==> config.mk <==
export PLATFORM = sky130hd
export DESIGN_NAME = sac_adc_ctrl
export DESIGN_NICKNAME = d
export VERILOG_FILES = /design/src/rtl/sac_pkg.sv /design/src/rtl/sac_sar_if.sv /design/src/rtl/sac_sar_engine.sv /design/src/rtl/sac_adc_ctrl.sv
export VERILOG_INCLUDE_DIRS = /design/src /design/src/rtl
export SDC_FILE = /design/constraint.sdc
export NUM_CORES = 1
export LEC_CHECK = 0
export ABC_AREA = 1
export ABC_CLOCK_PERIOD_IN_PS = 2620
export BUFFER_PORTS_ARGS = -buffer_cell sky130_fd_sc_hd__buf_4
export CAP_MARGIN = 20
export CORE_ASPECT_RATIO = 1.75
export CORE_MARGIN = 2
export CORE_UTILIZATION = 25
export DETAILED_ROUTE_END_ITERATION = 16
export GPL_TIMING_DRIVEN = 0
export HOLD_SLACK_MARGIN = 0.1
export MAX_ROUTING_LAYER = met4
export SKIP_CTS_REPAIR_TIMING = 1
export SLEW_MARGIN = 0
export SYNTH_ARGS = -nofsm -noshare
export SYNTH_HDL_FRONTEND = slang
export SYNTH_SLANG_ARGS = --single-unit
==> constraint.sdc <==
create_clock -name clk_i -period 2.62 [get_ports clk_i]
set_clock_uncertainty 0.15 [all_clocks]
set_input_delay 0.524 -clock clk_i [delete_from_list [all_inputs] [get_ports clk_i]]
set_output_delay 0.524 -clock clk_i [all_outputs]
set_load 0.01 [all_outputs]
==> src/rtl/sac_regs.svh <==
// register map, field positions, reset values and timing counts of the converter control
// How it works
// - writing one to conversion_go, with bit 4 one in the same write, starts a conversion and clears done at once
// - finishing a conversion sets done, bit 6, marking the result valid
// - one conversion per start; no automatic repeat afterwards
// - conversion_go written during a conversion abandons it and starts afresh
// - conversion_go, bit 5, is write-only and always reads zero
// - done set while interrupt enable is one raises the end-of-conversion request
// - bit 7 enables the end-of-conversion interrupt, zero masks it
// - bit 4 powers the converter; zero puts it in low-power idle
// - reset aborts conversion, loads control with 40h, masks the interrupt
// - successive approximation clocked by the system clock divided by twelve
// - result register at D0h holds the last completed 8-bit outcome
// - a conversion takes about 70us at an 8MHz oscillator
// - done is read-only and serves as interrupt pending flag
// - converter keeps running in processor wait state, no automatic disable
`ifndef SAC_REGS_SVH
`define SAC_REGS_SVH

`define SAC_RESULT_ADDR 8'hD0
`define SAC_CTRL_ADDR 8'hD1
`define SAC_BIT_IRQ_EN 7
`define SAC_BIT_DONE 6
`define SAC_BIT_GO 5
`define SAC_BIT_PWR 4
`define SAC_CTRL_RESET 8'h40
`define SAC_RES_BITS 8
`define SAC_DIV_RATIO 12
`define SAC_OSC_PERIOD_NS 125
`define SAC_CONV_TIME_NS 70000
// divided clocks per result bit, nearest whole count to the typical time
`define SAC_CLKS_PER_BIT ((`SAC_CONV_TIME_NS + (`SAC_OSC_PERIOD_NS * `SAC_DIV_RATIO * \
    `SAC_RES_BITS) / 2) / (`SAC_OSC_PERIOD_NS * `SAC_DIV_RATIO * `SAC_RES_BITS))

`endif

==> src/rtl/sac_pkg.sv <==
// types shared by the converter control modules
package sac_pkg;
    typedef enum logic [0:0] {SAC_IDLE, SAC_RUN} sac_state_t;
    typedef logic [7:0] sac_byte_t;
endpackage : sac_pkg

==> src/rtl/sac_sar_if.sv <==
// link between the register front end and the approximation engine
`timescale 1ns/1ps
interface sac_sar_if;
    import sac_pkg::*;
    logic start;
    logic power;
    logic comp;
    logic busy;
    logic done;
    sac_byte_t result;
    sac_byte_t trial;
    modport ctl (output start, output power, output comp, input busy, input done,
        input result, input trial);
    modport eng (input start, input power, input comp, output busy, output done,
        output result, output trial);
endinterface : sac_sar_if

==> src/rtl/sac_sar_engine.sv <==
// successive approximation engine with divide-by-twelve step enable
`timescale 1ns/1ps
`include "sac_regs.svh"
module sac_sar_engine
    import sac_pkg::*;
#(
    parameter int DIV_RATIO = `SAC_DIV_RATIO,
    parameter int CLKS_PER_BIT = `SAC_CLKS_PER_BIT
) (
    input wire logic clk_i,
    input wire logic rst_b_i,
    sac_sar_if.eng sar
);
    localparam int TOTAL = DIV_RATIO * CLKS_PER_BIT * `SAC_RES_BITS;

    // counters are 4 and 3 bits wide, so larger settings would wrap
    if (DIV_RATIO < 2 || DIV_RATIO > 15 || CLKS_PER_BIT < 1 || CLKS_PER_BIT > 8) begin
        $error("sac_sar_engine: unsupported divider or bit length");
    end

    sac_state_t state_reg, state_next;
    logic [3:0] div_reg, div_next;
    logic [2:0] sub_reg, sub_next;
    logic [2:0] bit_reg, bit_next;
    sac_byte_t trial_reg, trial_next;
    sac_byte_t result_reg, result_next;
    logic done_reg, done_next;
    logic tick;
    sac_byte_t decided;

    // divided clock: a one-cycle enable every DIV_RATIO cycles while running
    assign tick = (state_reg == SAC_RUN) && (div_reg == 4'(DIV_RATIO - 1));
    assign sar.busy = (state_reg == SAC_RUN);
    assign sar.done = done_reg;
    assign sar.result = result_reg;
    assign sar.trial = trial_reg;

    // next state; start outranks power so go and power in one write work
    always_comb begin
        state_next = state_reg;
        div_next = div_reg;
        sub_next = sub_reg;
        bit_next = bit_reg;
        trial_next = trial_reg;
        result_next = result_reg;
        done_next = 1'b0;
        decided = trial_reg;
        decided[bit_reg] = sar.comp; // keep the trial bit if input is at or above it
        if (sar.start) begin
            state_next = SAC_RUN;
            div_next = 4'h0;
            sub_next = 3'h0;
            bit_next = 3'h7;
            trial_next = 8'h80;
        end else if (!sar.power) begin
            state_next = SAC_IDLE;
        end else if (tick) begin
            div_next = 4'h0;
            if (sub_reg == 3'(CLKS_PER_BIT - 1)) begin
                sub_next = 3'h0;
                if (bit_reg == 3'h0) begin
                    result_next = decided;
                    done_next = 1'b1;
                    state_next = SAC_IDLE;
                    trial_next = decided;
                end else begin
                    bit_next = bit_reg - 3'h1;
                    trial_next = decided;
                    trial_next[bit_reg - 3'h1] = 1'b1;
                end
            end else begin
                sub_next = sub_reg + 3'h1;
            end
        end else if (state_reg == SAC_RUN) begin
            div_next = div_reg + 4'h1;
        end
    end

    // engine registers; reset stops any conversion in progress
    always_ff @(posedge clk_i or negedge rst_b_i) begin
        if (!rst_b_i) begin
            state_reg <= SAC_IDLE;
            div_reg <= 4'h0;
            sub_reg <= 3'h0;
            bit_reg <= 3'h7;
            trial_reg <= 8'h00;
            result_reg <= 8'h00;
            done_reg <= 1'b0;
        end else begin
            state_reg <= state_next;
            div_reg <= div_next;
            sub_reg <= sub_next;
            bit_reg <= bit_next;
            trial_reg <= trial_next;
            result_reg <= result_next;
            done_reg <= done_next;
        end
    end

    // helper: cycles since the last start, read only by the checks
    logic [11:0] age_reg;
    always_ff @(posedge clk_i or negedge rst_b_i) begin
        if (!rst_b_i) begin
            age_reg <= 12'h000;
        end else if (sar.start) begin
            age_reg <= 12'h000;
        end else if (age_reg != 12'hFFF) begin
            age_reg <= age_reg + 12'h001;
        end
    end
endmodule : sac_sar_engine

==> src/rtl/sac_adc_ctrl.sv <==
// converter control top: data-space registers, synchroniser and engine
`timescale 1ns/1ps
`include "sac_regs.svh"
module sac_adc_ctrl
    import sac_pkg::*;
(
    input wire logic clk_i,
    input wire logic rst_b_i,
    input wire logic [7:0] addr_i,
    input wire logic wr_en_i,
    input wire logic [7:0] wr_data_i,
    input wire logic rd_en_i,
    output logic [7:0] rd_data_o,
    input wire logic comp_i,
    output logic [7:0] trial_o,
    output logic converter_power_on_o,
    output logic conv_busy_o,
    output logic irq_o
);
    sac_sar_if sar ();

    localparam sac_byte_t CTRL_RESET = `SAC_CTRL_RESET;
    logic irq_en_reg, irq_en_next;
    logic done_reg, done_next;
    logic power_reg, power_next;
    sac_byte_t rd_reg, rd_next;
    logic comp_meta_reg, comp_sync_reg;
    logic wr_ctl, go;

    // comparator is asynchronous to this clock; only the second flop is read
    always_ff @(posedge clk_i or negedge rst_b_i) begin
        if (!rst_b_i) begin
            comp_meta_reg <= 1'b0;
            comp_sync_reg <= 1'b0;
        end else begin
            comp_meta_reg <= comp_i;
            comp_sync_reg <= comp_meta_reg;
        end
    end

    // decode; go only counts when the same write leaves the converter powered
    assign wr_ctl = wr_en_i && (addr_i == `SAC_CTRL_ADDR);
    assign go = wr_ctl && wr_data_i[`SAC_BIT_GO] && wr_data_i[`SAC_BIT_PWR];
    assign sar.start = go;
    assign sar.power = power_reg;
    assign sar.comp = comp_sync_reg;

    // control register and read path next values
    always_comb begin
        irq_en_next = irq_en_reg;
        power_next = power_reg;
        done_next = done_reg;
        rd_next = 8'h00;
        if (wr_ctl) begin
            irq_en_next = wr_data_i[`SAC_BIT_IRQ_EN];
            power_next = wr_data_i[`SAC_BIT_PWR];
        end
        // a finishing conversion wins over a clearing start in the same cycle
        if (sar.done) begin
            done_next = 1'b1;
        end else if (go) begin
            done_next = 1'b0;
        end
        if (rd_en_i) begin
            case (addr_i)
                `SAC_RESULT_ADDR: rd_next = sar.result;
                // go reads zero and bits 3-0 read zero
                `SAC_CTRL_ADDR: rd_next = {irq_en_reg, done_reg, 1'b0, power_reg, 4'h0};
                default: rd_next = 8'h00;
            endcase
        end
    end

    always_ff @(posedge clk_i or negedge rst_b_i) begin
        if (!rst_b_i) begin
            irq_en_reg <= CTRL_RESET[`SAC_BIT_IRQ_EN];
            done_reg <= CTRL_RESET[`SAC_BIT_DONE];
            power_reg <= CTRL_RESET[`SAC_BIT_PWR];
            rd_reg <= 8'h00;
        end else begin
            irq_en_reg <= irq_en_next;
            done_reg <= done_next;
            power_reg <= power_next;
            rd_reg <= rd_next;
        end
    end

    sac_sar_engine #(
        .DIV_RATIO(`SAC_DIV_RATIO),
        .CLKS_PER_BIT(`SAC_CLKS_PER_BIT)
    ) u_engine (
        .clk_i(clk_i),
        .rst_b_i(rst_b_i),
        .sar(sar.eng)
    );

    assign rd_data_o = rd_reg;
    assign trial_o = sar.trial;
    assign converter_power_on_o = power_reg;
    assign conv_busy_o = sar.busy;
    // level request; done doubles as pending flag
    assign irq_o = irq_en_reg && done_reg;
endmodule : sac_adc_ctrl

==> impl_metrics.csv <==
group,metric,value,unit
outcome,status,"finished clean",
detailed_routing,drc_errors,0,
power,ir_drop,252,uV
worst_hold_path,hold_class,"input pin to asynchronous set/reset pin",
timing,rsz0062_at_grt,"false",
timing,tns,0,ps
detailed_routing,routed-via-count,1826,
global_route,grt.met3_usage,0.0310,
synth,synth.most_common_cell,"nand2_1",
place,dpl.cell_count,413,
timing,period_needed,2090,ps
layout,final.fill_count,886,
layout,drive_above_1_share,0.216,
global_route,grtUsageMet1,0.111,
power,p_leak,1.40,nW
timing,relSlewSlack,0.652,
floorplan,io-pin-count,40,
synth,synthCells,264,
worst_setup_path,r2r_cells,8,
synth,yosys_warnings,0,
job,drv_cap,0,
power,p_total,1.57,mW
timing,worst_slew_pin_slew,522,ps
synth,synth_edf_count,0,
layout,regArea,0.00103,mm^2
global_route,grt_start_max_net_pins,42,
detailed_routing,routedWlPerCell,11.5,um
global_route,first_global_vias,1878,
detailed_routing,drt-total-wl,4.85,mm
worst_setup_path,cpMaxStageDelayCell,"dfstp_2",
layout,multi_input_area,880,um^2
worst_setup_path,arrival,2170,ps
floorplan,die-area,0.00933,mm^2
layout,area_growth,25.4,%
clocking,cts_tree,"yes",
worst_setup_path,cp_max_fo,9,
synth,synthTopCellsByArea,"dfrtp_1 43%, nand2_1 11%, inv_1 7.7%, nand3_1 6.3%, o21ai_0 5.4%",
synth,syn_area,0.00214,mm^2
synth,synth-async-reset-ratio,1.00,
worst_setup_path,cp-start-kind,"flip-flop",
global_route,gr-total-overflow,0,
place,gp_congestion,0.817,
worst_setup_path,cp_slowest_stage_delay,510,ps
floorplan,initial_core_util,0.257,
worst_setup_path,rrSetupSlack,530,ps
floorplan,coreArea,0.00831,mm^2
synth,syn_area_per_cell,8.09,um^2
floorplan,die_h,126,um
timing,hold_viol,0,
synth,synth_fp_nets,288,
power,power_density,588,mW/mm^2
floorplan,die_w,73.9,um
worst_setup_path,cpMostUsedCell,"nand2_1",
layout,layout.cells.non_filler,421,
global_route,met2_usage,0.222,
worst_setup_path,critPathKind,"flip-flop to flip-flop",
synth,synth_top_area_share,0.433,
synth,ys_seq_elements,41,
place,hpwl,3.74,mm
detailed_routing,firstDrtPassIters,6,
worst_setup_path,timing.rr.end,"u_engine.bit_reg[2]",
synth,synth_top_area_cell,"dfrtp_1",
synth,synth.distinct_cells,29,
synth,synthFlopType,"dfrtp_1",
worst_setup_path,r2r-start,"u_engine.bit_reg[0]",
synth,ys_seq_area_frac,0.482,
clocking,cts.clk_slew.worst_paths,60,ps
worst_setup_path,endpoint_kind,"flip-flop",
timing,fin_crit_sh,0.799,
detailed_routing,ant_nets,0,
clocking,cts_buffers,5,
floorplan,num_rows,44,
global_route,grt_pass1_wl,8.30,mm
timing,fmax,478,MHz
worst_setup_path,critPathRequiredTime,2700,ps
global_route,busiest_layer,"met2",
worst_setup_path,path_cells,"buf_2 > inv_1 > ha_1 > nand2_1 > inv_1 > o31ai_2 > nand2_1 > nand2_1",
place,io_buffers,34,
clocking,cts_sinks,41,
clocking,clockBufferDepth,2,
global_route,grt_usage,0.119,
detailed_routing,drtIter0Drc,116,
timing,setup_viol,0,
clocking,h-tree-depth,2,
layout,nets,329,
clocking,root_buffer,"clkbuf_16",
layout,antenna-diode-count,0,
detailed_routing,vias_per_cell,4.34,
synth,synth.cells.most_frequent,"65 x nand2_1, 44 x inv_1, 37 x dfrtp_1",
global_route,antenna_found_initial,0,
clocking,clock_latency,290,ps
timing,drv_slew,0,
## placed cells by master, fill, tap and decap left out, drive strengths merged
cell      netlist  routed
o311ai          2       2
clkbuf          0       5
nor2           16      16
nand4          11      11
dfrtp          37      37
inv            46      46
nand3          30      30
buf             7      41
o21ai          30      30
clkinv          0       2
ha              3       3
a21o            1       1
o31ai           1       1
nor4            1       1
nand2          66      66
a21oi           2       2
dfstp           4       4
o22ai           2       2
nor3            3       3
clkinvlp        0       1
xnor2           2       2
## final cells by class
| type | instances | area share |
|---|---|---|
| plain buffers | 7 | 0.0201 |
| clock buffers | 5 | 0.0467 |
| clock inverters | 3 | 0.00654 |
| inverters | 46 | 0.0645 |
| multi-input cells | 170 | 0.328 |
| flip-flops and latches | 41 | 0.385 |
| well taps | 115 | 0.0537 |
| repair buffers | 34 | 0.0953 |
## routing by layer
metal  wire length (um)  up-vias
li1                   -      929
met1               1820      848
met2               2690       41
met3                234        8
met4                104        0
met5                  0        -
## critical path, delay by kind of cell (launching register included)
family                     cells  cell delay, ps
AOI/OAI and AO/OA              1             350
DFF                            1             510
buffers and inverters          3             460
adders and majority gates      1             220
and+or+nand+nor                3             360
## where the power goes
| group | switching [mW] | internal [mW] | leakage (nW) |
|---|---|---|---|
| clock | 0.249 | 0.349 | 0.0696 |
| sequential | 0.0505 | 0.691 | 0.490 |
| combinational | 0.142 | 0.0936 | 0.842 |
| total | 0.442 | 1.13 | 1.40 |
## logic make-up (layout without fill, tap and decap cells)
logic type / after synthesis / after routing / share of synthesized area
flip-flops: 41 / 41 / 0.482
adder cells (fa/ha/maj): 3 / 3 / 0.0176
AO/OA/AOI/OAI: 38 / 38 / 0.100
buffers and inverters: 53 / 95 / 0.106
XOR/XNOR: 2 / 2 / 0.00820
AND/OR/NAND/NOR: 127 / 127 / 0.286
## per-stage QoR
| step | worst slack (ps) | hold WS, ps | instance area [um^2] | utilization |
|---|---|---|---|---|
| 2_1_floorplan | 762 | 78.4 | 2140 | - |
| 3_3_place_gp | 535 | 185 | 2540 | 0.305 |
| 3_5_place_dp | 523 | 186 | 2540 | 0.305 |
| 4_1_cts | 517 | 85.9 | 2680 | 0.322 |
| 5_1_grt | 341 | 117 | 2680 | 0.322 |
| 6_report | 527 | 54.6 | 2680 | 0.322 |
## worst max-delay path by stage
stage                              startpoint               endpoint  slack, ps  depth (start not counted)
after CTS                 u_engine.bit_reg[0]    u_engine.bit_reg[2]        520                          8
after detailed placement  u_engine.bit_reg[0]    u_engine.bit_reg[2]        520                          8
after global placement    u_engine.bit_reg[0]  u_engine.sar.trial[7]        540                         11
after floorplan           u_engine.bit_reg[0]  u_engine.sar.trial[7]        760                         11
after global routing      u_engine.bit_reg[0]  u_engine.sar.trial[7]        340                         11
final                     u_engine.bit_reg[0]    u_engine.bit_reg[2]        530                          8
(Power assumes the default switching activity.)
